===== src/hw/fsc_pkg.sv =====
// Shared constants and types for the flash erase and suspend controller
package fsc_pkg;

  // ==========================================================================
  // Clock and address layout
  localparam int unsigned CLK_MHZ    = 200;
  localparam int unsigned ADDR_W     = 24;
  localparam int unsigned SECT_LSB   = 16;
  localparam logic [2:0]  CMD_BYTES  = 3'h4;
  localparam logic [2:0]  OPC_BYTES  = 3'h1;
  localparam int unsigned TIMEOUT_MULT = 2;

  // ==========================================================================
  // Opcodes
  localparam logic [7:0] OP_WREN   = 8'h06;
  localparam logic [7:0] OP_WRDI   = 8'h04;
  localparam logic [7:0] OP_SSE    = 8'h20;
  localparam logic [7:0] OP_SE     = 8'hd8;
  localparam logic [7:0] OP_DIE    = 8'hc4;
  localparam logic [7:0] OP_PROG   = 8'h02;
  localparam logic [7:0] OP_SUSP   = 8'h75;
  localparam logic [7:0] OP_RESUME = 8'h7a;

  // ==========================================================================
  // Flag status layout
  localparam logic [7:0]  FSR_RESET = 8'h80;
  localparam int unsigned FSR_RDY   = 7;
  localparam int unsigned FSR_ESUS  = 6;
  localparam int unsigned FSR_EERR  = 5;
  localparam int unsigned FSR_PERR  = 4;
  localparam int unsigned FSR_PSUS  = 2;
  localparam int unsigned FSR_PROT  = 1;
  localparam logic [1:0]  MAX_DEPTH = 2'h2;

  // ==========================================================================
  // Types
  typedef enum logic [1:0] {K_SSE = 2'h0, K_SE = 2'h1, K_DIE = 2'h2, K_PROG = 2'h3} fsc_kind_t;

  typedef struct packed {
    fsc_kind_t         kind;
    logic [ADDR_W-1:0] addr;
    logic [31:0]       remain;
  } fsc_op_t;

  typedef struct packed {
    logic       byte_stb;
    logic [7:0] data;
    logic       frame_end;
    logic       aligned;
  } fsc_link_t;

  function automatic int unsigned us_to_cyc(input int unsigned us);
    return us * CLK_MHZ;
  endfunction

endpackage


===== src/hw/fsc_link_rx.sv =====
// Serial link receiver: synchronises pins, shifts bytes, marks frame end
`timescale 1ns/100ps
module fsc_link_rx
  import fsc_pkg::*;
(
  input  wire logic i_ref_clk,
  input  wire logic i_resetn,
  input  wire logic i_ce,
  input  wire logic i_link_clk,
  input  wire logic i_cs_n,
  input  wire logic i_serial_io_lines,
  output fsc_link_t o_link
);

  // ==========================================================================
  // Two-stage synchronisers, bits are {link clock, chip select, data}
  localparam logic [2:0] PIN_IDLE = 3'h2;
  logic [2:0] meta;
  logic [2:0] sync;
  logic [2:0] prev;
  logic [2:0] bit_cnt;
  logic [2:0] next_bit_cnt;
  logic [7:0] shreg;
  logic [7:0] next_shreg;
  fsc_link_t  next_link;

  // ==========================================================================
  // Bit shifter; address bits are taken on rising link clock edges
  always_comb begin
    next_bit_cnt = bit_cnt;
    next_shreg   = shreg;
    next_link    = '0;
    next_link.data = o_link.data;
    if (sync[1]) begin
      next_bit_cnt = 3'h0;
      if (!prev[1]) begin
        next_link.frame_end = 1'b1;
        next_link.aligned   = (bit_cnt == 3'h0);
      end
    end else if (sync[2] && !prev[2]) begin
      next_shreg   = {shreg[6:0], sync[0]};
      next_bit_cnt = bit_cnt + 3'h1;
      if (bit_cnt == 3'h7) begin
        next_link.byte_stb = 1'b1;
        next_link.data     = next_shreg;
      end
    end
  end

  always_ff @(posedge i_ref_clk or negedge i_resetn) begin
    if (!i_resetn) begin
      meta    <= PIN_IDLE;
      sync    <= PIN_IDLE;
      prev    <= PIN_IDLE;
      bit_cnt <= 3'h0;
      shreg   <= 8'h00;
      o_link  <= '0;
    end else if (i_ce) begin
      meta    <= {i_link_clk, i_cs_n, i_serial_io_lines};
      sync    <= meta;
      prev    <= sync;
      bit_cnt <= next_bit_cnt;
      shreg   <= next_shreg;
      o_link  <= next_link;
    end
  end

endmodule


===== src/hw/fsc_ctrl.sv =====
// Erase, program start, suspend and resume sequencer of a serial NOR flash
`timescale 1ns/100ps
module fsc_ctrl
  import fsc_pkg::*;
#(
  parameter int unsigned T_SSE_US  = 1000,
  parameter int unsigned T_SE_US   = 10000,
  parameter int unsigned T_DIE_US  = 100000,
  parameter int unsigned T_PP_US   = 500,
  parameter int unsigned T_SUSP_US = 30
) (
  input  wire logic              i_ref_clk,
  input  wire logic              i_resetn,
  input  wire logic              i_ce,
  input  wire logic              i_link_clk,
  input  wire logic              i_cs_n,
  input  wire logic              i_serial_io_lines,
  input  wire logic              i_addr_locked,
  input  wire logic              i_any_locked,
  input  wire logic              i_array_stall,
  input  wire logic              i_clear_flags,
  output logic                   o_wip,
  output logic                   o_wel,
  output logic [7:0]             o_flag_status,
  output logic                   o_array_erase,
  output logic                   o_array_prog,
  output logic                   o_array_die,
  output logic [ADDR_W-1:0]      o_array_addr,
  output logic [ADDR_W-1:0]      o_lock_addr,
  output logic                   o_read_guard,
  output logic [ADDR_W-1:SECT_LSB] o_read_guard_sect
);

  // ==========================================================================
  // Timing
  localparam int unsigned C_SSE  = us_to_cyc(T_SSE_US);
  localparam int unsigned C_SE   = us_to_cyc(T_SE_US);
  localparam int unsigned C_DIE  = us_to_cyc(T_DIE_US);
  localparam int unsigned C_PP   = us_to_cyc(T_PP_US);
  localparam int unsigned C_SUSP = us_to_cyc(T_SUSP_US);

  if (C_SSE == 0 || C_SE == 0 || C_DIE == 0 || C_PP == 0 || C_SUSP == 0 ||
      C_DIE > 32'h7fff_ffff / TIMEOUT_MULT) begin : g_bad_time
    $error("fsc_ctrl: operation times must be nonzero and fit the counters");
  end

  function automatic logic [31:0] dur_of(input fsc_kind_t k);
    case (k)
      K_SSE:   dur_of = C_SSE[31:0];
      K_SE:    dur_of = C_SE[31:0];
      K_DIE:   dur_of = C_DIE[31:0];
      default: dur_of = C_PP[31:0];
    endcase
  endfunction

  // ==========================================================================
  // States
  typedef enum logic [2:0] {
    ST_IDLE = 3'b001,
    ST_RUN  = 3'b010,
    ST_SWT  = 3'b100
  } fsc_state_t;

  fsc_link_t         lk;
  fsc_state_t        st;
  fsc_state_t        next_st;
  logic [7:0]        opcode;
  logic [7:0]        next_opcode;
  logic [ADDR_W-1:0] next_addr;
  logic [2:0]        nbytes;
  logic [2:0]        next_nbytes;
  logic              next_wel;
  logic [7:0]        next_fsr;
  fsc_op_t           cur;
  fsc_op_t           next_cur;
  fsc_op_t           stack      [2];
  fsc_op_t           next_stack [2];
  logic [1:0]        depth;
  logic [1:0]        next_depth;
  logic [31:0]       elapsed;
  logic [31:0]       next_elapsed;
  logic [31:0]       lat;
  logic [31:0]       next_lat;
  logic              locked;
  logic              busy;

  fsc_link_rx u_rx (
    .i_ref_clk         (i_ref_clk),
    .i_resetn          (i_resetn),
    .i_ce              (i_ce),
    .i_link_clk        (i_link_clk),
    .i_cs_n            (i_cs_n),
    .i_serial_io_lines (i_serial_io_lines),
    .o_link            (lk)
  );

  // ==========================================================================
  // Command decode and sequencing
  always_comb begin
    next_st      = st;
    next_opcode  = opcode;
    next_addr    = o_lock_addr;
    next_nbytes  = nbytes;
    next_wel     = o_wel;
    next_fsr     = o_flag_status;
    next_cur     = cur;
    next_stack   = stack;
    next_depth   = depth;
    next_elapsed = elapsed;
    next_lat     = lat;
    locked       = 1'b0;
    busy         = (st != ST_IDLE);
    // Clear goes first so any flag set below in the same cycle wins
    if (i_clear_flags) begin
      next_fsr[FSR_PROT] = 1'b0;
      next_fsr[FSR_PERR] = 1'b0;
      next_fsr[FSR_EERR] = 1'b0;
    end
    if (lk.byte_stb) begin
      if (nbytes == 3'h0) begin
        next_opcode = lk.data;
      end else if (nbytes < CMD_BYTES) begin
        next_addr = {o_lock_addr[ADDR_W-9:0], lk.data};
      end
      if (nbytes != CMD_BYTES) begin
        next_nbytes = nbytes + 3'h1;
      end
    end
    // A frame counts only if it ends on a byte boundary after its last byte
    if (lk.frame_end) begin
      next_nbytes = 3'h0;
    end
    if (lk.frame_end && lk.aligned && !busy) begin
      if (opcode == OP_WREN && nbytes == OPC_BYTES) begin
        next_wel = 1'b1;
      end else if (opcode == OP_WRDI && nbytes == OPC_BYTES) begin
        next_wel = 1'b0;
      end else if ((opcode == OP_SSE || opcode == OP_SE || opcode == OP_DIE) &&
                   nbytes == CMD_BYTES && o_wel && depth == 2'h0) begin
        locked = (opcode == OP_DIE) ? i_any_locked : i_addr_locked;
        if (locked) begin
          next_fsr[FSR_PROT] = 1'b1;
          next_fsr[FSR_EERR] = 1'b1;
        end else begin
          next_cur.kind   = (opcode == OP_SSE) ? K_SSE : (opcode == OP_SE) ? K_SE : K_DIE;
          next_cur.addr   = o_lock_addr;
          next_cur.remain = dur_of(next_cur.kind);
          next_st         = ST_RUN;
        end
      end else if (opcode == OP_PROG && nbytes == CMD_BYTES && o_wel && !o_flag_status[FSR_PSUS]) begin
        if (depth != 2'h0 && stack[0].kind != K_PROG &&
            stack[0].addr[ADDR_W-1:SECT_LSB] == o_lock_addr[ADDR_W-1:SECT_LSB]) begin
          next_fsr[FSR_PERR] = 1'b1;
        end else if (i_addr_locked) begin
          next_fsr[FSR_PROT] = 1'b1;
          next_fsr[FSR_PERR] = 1'b1;
        end else begin
          next_cur.kind   = K_PROG;
          next_cur.addr   = o_lock_addr;
          next_cur.remain = dur_of(K_PROG);
          next_st         = ST_RUN;
        end
      end else if (opcode == OP_RESUME && nbytes == OPC_BYTES && depth != 2'h0) begin
        // No lock lookup on resume: the saved operation simply continues
        next_cur   = stack[depth[1]];
        next_depth = depth - 2'h1;
        next_st    = ST_RUN;
        if (stack[depth[1]].kind == K_PROG) begin
          next_fsr[FSR_PSUS] = 1'b0;
        end else begin
          next_fsr[FSR_ESUS] = 1'b0;
        end
      end
    end
    if (next_st == ST_RUN && st == ST_IDLE) begin
      next_fsr[FSR_RDY] = 1'b0;
      next_elapsed      = 32'h0;
    end
    if (busy) begin
      next_elapsed = elapsed + 32'h1;
      if (!i_array_stall && cur.remain != 32'h0) begin
        next_cur.remain = cur.remain - 32'h1;
      end
      if (cur.remain == 32'h0) begin
        next_st            = ST_IDLE;
        next_wel           = 1'b0;
        next_fsr[FSR_RDY]  = 1'b1;
        next_fsr[cur.kind == K_PROG ? FSR_PSUS : FSR_ESUS] = 1'b0;
      end else if (elapsed >= dur_of(cur.kind) * TIMEOUT_MULT) begin
        next_st            = ST_IDLE;
        next_wel           = 1'b0;
        next_fsr[FSR_RDY]  = 1'b1;
        next_fsr[cur.kind == K_PROG ? FSR_PERR : FSR_EERR] = 1'b1;
        next_fsr[cur.kind == K_PROG ? FSR_PSUS : FSR_ESUS] = 1'b0;
      end else if (st == ST_SWT) begin
        next_lat = lat - 32'h1;
        if (lat == 32'h1) begin
          next_stack[depth[0]] = next_cur;
          next_depth           = depth + 2'h1;
          next_st              = ST_IDLE;
          next_fsr[FSR_RDY]    = 1'b1;
        end
      end else if (lk.frame_end && lk.aligned && opcode == OP_SUSP &&
                   nbytes == OPC_BYTES && depth != MAX_DEPTH) begin
        next_fsr[cur.kind == K_PROG ? FSR_PSUS : FSR_ESUS] = 1'b1;
        next_lat = C_SUSP[31:0];
        next_st  = ST_SWT;
      end
    end
  end

  // ==========================================================================
  // State registers; reset drops any suspended work
  always_ff @(posedge i_ref_clk or negedge i_resetn) begin
    if (!i_resetn) begin
      st                <= ST_IDLE;
      opcode            <= 8'h00;
      nbytes            <= 3'h0;
      o_wel             <= 1'b0;
      o_flag_status     <= FSR_RESET;
      cur               <= '0;
      stack[0]          <= '0;
      stack[1]          <= '0;
      depth             <= 2'h0;
      elapsed           <= 32'h0;
      lat               <= 32'h0;
      o_wip             <= 1'b0;
      o_array_erase     <= 1'b0;
      o_array_prog      <= 1'b0;
      o_array_die       <= 1'b0;
      o_array_addr      <= '0;
      o_lock_addr       <= '0;
      o_read_guard      <= 1'b0;
      o_read_guard_sect <= '0;
    end else if (i_ce) begin
      st                <= next_st;
      opcode            <= next_opcode;
      nbytes            <= next_nbytes;
      o_wel             <= next_wel;
      o_flag_status     <= next_fsr;
      cur               <= next_cur;
      stack             <= next_stack;
      depth             <= next_depth;
      elapsed           <= next_elapsed;
      lat               <= next_lat;
      o_wip             <= (next_st != ST_IDLE);
      // The array fills an erased region with ones only
      o_array_erase     <= (next_st != ST_IDLE) && next_cur.kind != K_PROG;
      o_array_prog      <= (next_st != ST_IDLE) && next_cur.kind == K_PROG;
      o_array_die       <= (next_st != ST_IDLE) && next_cur.kind == K_DIE;
      o_array_addr      <= next_cur.addr;
      o_lock_addr       <= next_addr;
      o_read_guard      <= (next_depth != 2'h0);
      o_read_guard_sect <= next_stack[next_depth[1]].addr[ADDR_W-1:SECT_LSB];
    end
  end
endmodule


===== config.mk =====
export PLATFORM = sky130hd
export DESIGN_NAME = fsc_ctrl
export DESIGN_NICKNAME = d
export VERILOG_FILES = /design/src/hw/fsc_pkg.sv /design/src/hw/fsc_link_rx.sv /design/src/hw/fsc_ctrl.sv
export SDC_FILE = /design/constraint.sdc
export NUM_CORES = 1
export LEC_CHECK = 0
export CORE_MARGIN = 5
export CORE_UTILIZATION = 55
export DETAILED_ROUTE_END_ITERATION = 8
export DONT_BUFFER_PORTS = 1
export PLACE_DENSITY_LB_ADDON = 0.12
export REMOVE_ABC_BUFFERS = 1
export SLEW_MARGIN = 25
export SYNTH_ARGS = -nofsm -noshare
export SYNTH_HDL_FRONTEND = slang
export SYNTH_SLANG_ARGS = --single-unit

===== constraint.sdc =====
create_clock -name i_ref_clk -period 6.2 [get_ports i_ref_clk]
set_input_delay 0.31 -clock i_ref_clk [delete_from_list [all_inputs] [get_ports i_ref_clk]]
set_output_delay 0.31 -clock i_ref_clk [all_outputs]
set_load 0.05 [all_outputs]

* Word-level counts from Yosys, hierarchy flattened
Cells that the tools add are included.
** Word-level totals
- Bits in registers :: 330
- Output and inout port bits :: 70
- Logic and storage cells :: 270
- Input bits :: 10
** Cells by class
- Add/subtract/negate cells :: 7
- Equality and inequality tests :: 31
- Bitwise logic cells :: 12
- Muxes and demuxes :: 120
- Order comparisons :: 10
- Reductions and logical operators :: 56
** Operators with widths (count)
- 58-bit two-way mux :: 13
- 116-bit two-way mux :: 5
- 32-bit two-way mux :: 7
- 56-bit two-way mux :: 3
- 25-bit one-hot mux with 3 select lines :: 2
- 116-bit bitwise mux :: 1
- 3-bit two-way mux :: 24
- 32-bit by 1-bit subtractor with 32-bit output (second input constant) :: 2
- 31-bit two-way mux :: 2
- 58-bit demux with 1-bit select :: 1
- 2-bit two-way mux :: 19
- 1-bit two-way mux :: 33
- 32-bit by 1-bit adder with 32-bit output (second input constant) :: 1
- 32-bit by 1-bit equality test with 1-bit output (second input constant) :: 1
- 32-bit greater-or-equal comparator :: 1
- 32-bit zero test :: 1
- 8-bit two-way mux :: 4
- 32-bit nonzero test :: 1
- 9-bit two-way mux :: 3
- 1-bit logical AND :: 26
- 8-bit bitwise AND :: 2
- 8-bit by 3-bit equality test with 1-bit output (second input constant) :: 2
- 8-bit by 7-bit equality test with 1-bit output (second input constant) :: 2
- 8-bit equality test (second input constant) :: 2
- 35 further kinds :: 78

* Longest topological paths before layout
- Depth in word-level cells :: 21
- Depth in mapped cells :: 15
- Depth with buffers taken out :: 12

* Hierarchy
A second synthesis with hierarchy kept.
** Unflattened totals
- Cells, all modules :: 1885
- Area total of the unflattened synthesis :: 17880.9 µm²
** By module, submodules not included
- fsc_ctrl :: times used 1, seq. area each 7459.7 µm², cells each 1808, area an instance 16656.0 µm²
- fsc_link_rx :: times used 1, seq. area each 729.4 µm², cells each 77, area an instance 1224.9 µm²

* Worst setup path before layout
Ideal clock, no wire load.
- Path kind :: register -> register
- Start :: register depth[0]
- End :: register o_read_guard_sect[18] in the netlist's numbering
- Required time :: 6.069 ns
- Period minus slack after synthesis :: 3.610 ns
- Setup time :: 0.131 ns
- Setup slack :: 2.590 ns
- Buffers on the path :: 2
- Cell stages (with the launch flop) :: 13
- Arrival time :: 3.479 ns
- Path through :: dfrtp_1 -> clkbuf_1 -> inv_1 -> ha_1 -> or3b_2 -> nor4_1 -> nand2_1 -> o21ai_0 -> a41o_1 -> and3_1 -> buf_2 -> a2111oi_0 -> or3_1
** Between the ends
- Longest elaborated chain between the ends :: 18
- Elaborated cells between the ends (all ways) :: 42
- Those cells by class :: 2 x add/sub; 2 x order compare; 29 x mux; 2 x bitwise; 7 x reduce/logical
** RTL lines
- start: declaration :: line fsc_ctrl.sv:78 : logic [1:0] depth;
- start signal: assignment :: line fsc_ctrl.sv:243 : depth <= next_depth;
- 2-bit nonzero test :: line fsc_ctrl.sv:151, fsc_ctrl.sv:163
- 1-bit logical AND (2 in a row) :: line fsc_ctrl.sv:151 : if (depth != 2'h0 && stack[0].kind != K_PROG &&
- 58-bit two-way mux :: line fsc_ctrl.sv:151
- 58-bit two-way mux :: line fsc_ctrl.sv:150 : end else if (opcode == OP_PROG && nbytes == CMD_BYTES && o_wel && !o_flag_status[FSR_PSUS]) begin
- 58-bit two-way mux :: line fsc_ctrl.sv:138 : end else if ((opcode == OP_SSE || opcode == OP_SE || opcode == OP_DIE) &&
- 58-bit two-way mux :: line fsc_ctrl.sv:136 : end else if (opcode == OP_WRDI && nbytes == OPC_BYTES) begin
- 58-bit two-way mux :: line fsc_ctrl.sv:134 : if (opcode == OP_WREN && nbytes == OPC_BYTES) begin
- 58-bit two-way mux :: line fsc_ctrl.sv:133 : if (lk.frame_end && lk.aligned && !busy) begin
- 116-bit bitwise mux :: line fsc_ctrl.sv:198 : next_stack[depth[0]] = next_cur;
- 116-bit two-way mux :: line fsc_ctrl.sv:197 : if (lat == 32'h1) begin
- 116-bit two-way mux :: line fsc_ctrl.sv:195 : end else if (st == ST_SWT) begin
- 116-bit two-way mux :: line fsc_ctrl.sv:189 : end else if (elapsed >= dur_of(cur.kind) * TIMEOUT_MULT) begin
- 116-bit two-way mux :: line fsc_ctrl.sv:184 : if (cur.remain == 32'h0) begin
- 116-bit two-way mux :: line fsc_ctrl.sv:179 : if (busy) begin
- 56-bit two-way mux (implied by the code) * (3 in a row) :: line fsc_ctrl.sv:254 : o_read_guard_sect <= next_stack[next_depth[1]].addr[ADDR_W-1:SECT_LSB];
- end signal: assignment :: line fsc_ctrl.sv:254
- end: declaration :: line fsc_ctrl.sv:31 : output logic [ADDR_W-1:SECT_LSB] o_read_guard_sect
Every way passes the cells marked *; elsewhere a longest branch is shown, timed or not. The select of a mux whose other input is x is not followed.
A chain may end at the register's enable or synchronous reset.

* Worst setup path in the final report
- Start :: register depth[0]
- End :: register o_read_guard_sect[20] in the netlist's numbering
Same word-level chain as after synthesis.

==> impl_metrics.py <==
metrics = {
    "run_status": {
        "status": "finished, violations left",
        "violations": "negative hold slack",
    },
    "critical_path": {
        "max_stage_delay_ns": 0.77,
        "crit_type": "flip-flop to flip-flop",
        "cpMaxStageDelayCell": "nor3_1",
        "worstPathArrival_ns": 4.55,
        "worstPathCellList": "inv_1 -> ha_1 -> or3b_2 -> nor4_1 -> buf_4 -> nand2_1 -> nand2_1 -> xnor2_1 -> nor3_1 -> nand2b_1 -> o221ai_1",
        "crit_required_ns": 6.61,
        "critPathMaxFanout": 14,
        "cp_num_buf_inv": 2,
        "start_kind": "flip-flop",
        "end_kind": "flip-flop",
        "cp_top_family": "simple AND/OR/NAND/NOR gates",
        "crit_top_cell": "nand2_1",
    },
    "sta": {
        "report.final.slew_viol_count": 0,
        "setup_slack_ns": 2.05,
        "tightestPinTransition_ns": 1.00,
        "skew_ns": 0.0200,
        "fin_crit_ns": 4.15,
        "rsz0062_at_grt": "no",
        "final-setup-viol-count": 0,
        "fmax_mhz": 241,
        "whs_ns": -0.513,
        "slew_headroom": 0.327,
        "setup-tns-final_ns": 0,
        "finalCritPeriodShare": 0.669,
        "hold_viol_final": 329,
    },
    "global_route": {
        "grt_antenna_before_repair": 0,
        "grt_pass1_wl_um": 77200,
        "grt_remaining_overflow": 0,
        "grt_max_degree": 330,
        "grt_usage": 0.262,
        "grt_pass1_vias": 13994,
    },
    "final_layout": {
        "final_common_cell": "dfrtp_1",
        "post_layout_nonfiller_instances": 2240,
        "nFillCells": 2693,
        "area_delta_synth_final_pct": 8.35,
        "drive_above_1_share": 0.142,
        "final_cell_mix": "dfrtp_1 (323), nand2_1 (218), o21ai_0 (212)",
        "diodes": 0,
        "finalNetCount": 1855,
    },
    "floorplanning": {
        "die_h_um": 190,
        "io_pins": 80,
        "die_x_um": 190,
        "rows": 65,
        "die_area_sq_mm": 0.0361,
        "coreArea_sq_mm": 0.0317,
        "start_util": 0.561,
    },
    "synthesis": {
        "async_reset_ff_frac": 1.00,
        "synth_edf_count": 0,
        "ys.flop_type": "dfrtp_1",
        "ys_seq_area_frac": 0.463,
        "yosysUniqueCellTypes": 75,
        "synth_area_sq_mm": 0.0178,
        "yosys_warnings": 0,
        "syn-instance-count": 1886,
        "avgSynthCellArea_sq_um": 9.44,
        "ys_ff_latch": 329,
    },
    "clocking": {
        "htree_levels": 2,
        "cts-root-buf": "clkbuf_16",
        "cts-resized-gates": 0,
        "clock_sinks": 329,
        "insertion_delay_ns": 0.55,
        "cts_hold_buf": 7,
        "numCtsBuffers": 37,
        "postCtsSetupBuffers": 0,
        "cts_buffer_depth": 3,
        "cts_tree": "done",
        "cts.clk_slew.worst_paths_ns": 0.06,
    },
    "pwr": {
        "sequentialPowerShare": 0.436,
        "leakagePower_nw": 8.57,
        "pwr-share-clk": 0.380,
        "power_density_mw_per_mm2": 305,
        "totalPowerFinal_mw": 5.89,
        "netSwitchingFraction": 0.306,
        "p_int_mw": 4.09,
        "p_switching_mw": 1.80,
        "combinationalPowerShare": 0.184,
        "peakVddDrop_mv": 0.210,
    },
    "drt": {
        "wl_um": 47400,
        "num_vias": 14230,
        "drc": 0,
        "final_antenna_net_count": 0,
        "drtIter0Drc": 1156,
        "detail_route.wl_per_cell_um": 21.2,
        "first_pass_iters": 5,
        "viasPerCell": 6.35,
    },
    "placement": {
        "dp_cells": 2165,
        "hpwl_um": 29100,
        "numPortBuffers": 0,
        "dp_slack_ns": 1.94,
        "routabilityCongestion": 0.897,
    },
    "worst_hold_path": {
        "min_path_type": "input pin to async pin",
    },
    "run": {
        "cap_violations": 0,
    },
}
[worst paths after layout]
kind	slack [ns]	to	start	depth (start not counted)
worst max-delay path	2.05	o_read_guard_sect[20]$_DFFE_PN0P_	depth[0]$_DFFE_PN0P_	11
worst min-delay path	-0.51	elapsed[5]$_DFFE_PN0P_	i_resetn	0
max in group asynchronous	6.19	o_lock_addr[15]$_DFFE_PN0P_	i_resetn	0
worst min register to register	0.48	elapsed[31]$_DFFE_PN0P_	elapsed[31]$_DFFE_PN0P_	1
min in group i_ref_clk	0.03	cur[18]$_DFFE_PN0P_	i_ce	2
worst max register to register	2.05	o_read_guard_sect[20]$_DFFE_PN0P_	depth[0]$_DFFE_PN0P_	11
[cell families after synthesis]
| family | Yosys count | synth area share |
|---|---|---|
| XOR/XNOR | 50 | 0.0246 |
| adder cells (fa/ha/maj) | 35 | 0.0246 |
| multiplexers | 174 | 0.109 |
| AND/OR/NAND/NOR | 614 | 0.165 |
| buffers and inverters | 184 | 0.0453 |
| AO/OA/AOI/OAI | 500 | 0.169 |
| flip-flops | 329 | 0.463 |
[power by group through the flow]
stage | Clock [mW] | Sequential (mW) | Combinational (mW)
final | 2.24 | 2.57 | 1.08
after global placement | 0 | 2.59 | 1.01
after CTS | 2.29 | 2.56 | 1.06
after global routing | 2.38 | 2.60 | 1.21
after detailed placement | 0 | 2.60 | 1.04
after floorplan | 0 | 2.56 | 0.765
[per-stage QoR]
stage	area, sq um	util
2_1_floorplan	17100	-
3_3_place_gp	17900	0.563
3_5_place_dp	17900	0.564
4_1_cts	19200	0.607
5_1_grt	19300	0.608
6_report	19300	0.608
[synthesized netlist by cell type (20+ instances only)]
cell type    n  share of area
dfrtp_1    324           0.46
nand2_1    220          0.046
o21ai_0    212          0.060
nor2_1     153          0.032
mux2_2     134          0.085
clkbuf_1   105          0.022
a21oi_1    103          0.029
nand3_1     46          0.013
nor3_1      40          0.011
inv_1       38         0.0080
ha_1        35          0.025
mux2i_1     35          0.020
o22ai_1     31          0.011
xor2_1      30          0.015
buf_4       24          0.010
nor4_1      20         0.0070
xnor2_1     20         0.0098
[final cells by class]
type,count,area [sq um],share of cell area
Sequential cell,329,8240,0.427
Tap cell,402,503,0.0261
Inverter,38,143,0.00739
Timing Repair Buffer,31,313,0.0162
Clock buffer,55,1100,0.0572
Clock inverter,12,164,0.00850
Multi-Input combinational cell,1373,8820,0.457
[routing by layer]
metal | GRT usage | share of wire
met1 | 0.366 | 0.44
met2 | 0.417 | 0.46
met3 | 0.0455 | 0.062
met4 | 0.0902 | 0.037
met5 | 0 | 0
No activity file was read; power rests on OpenSTA's default activity.
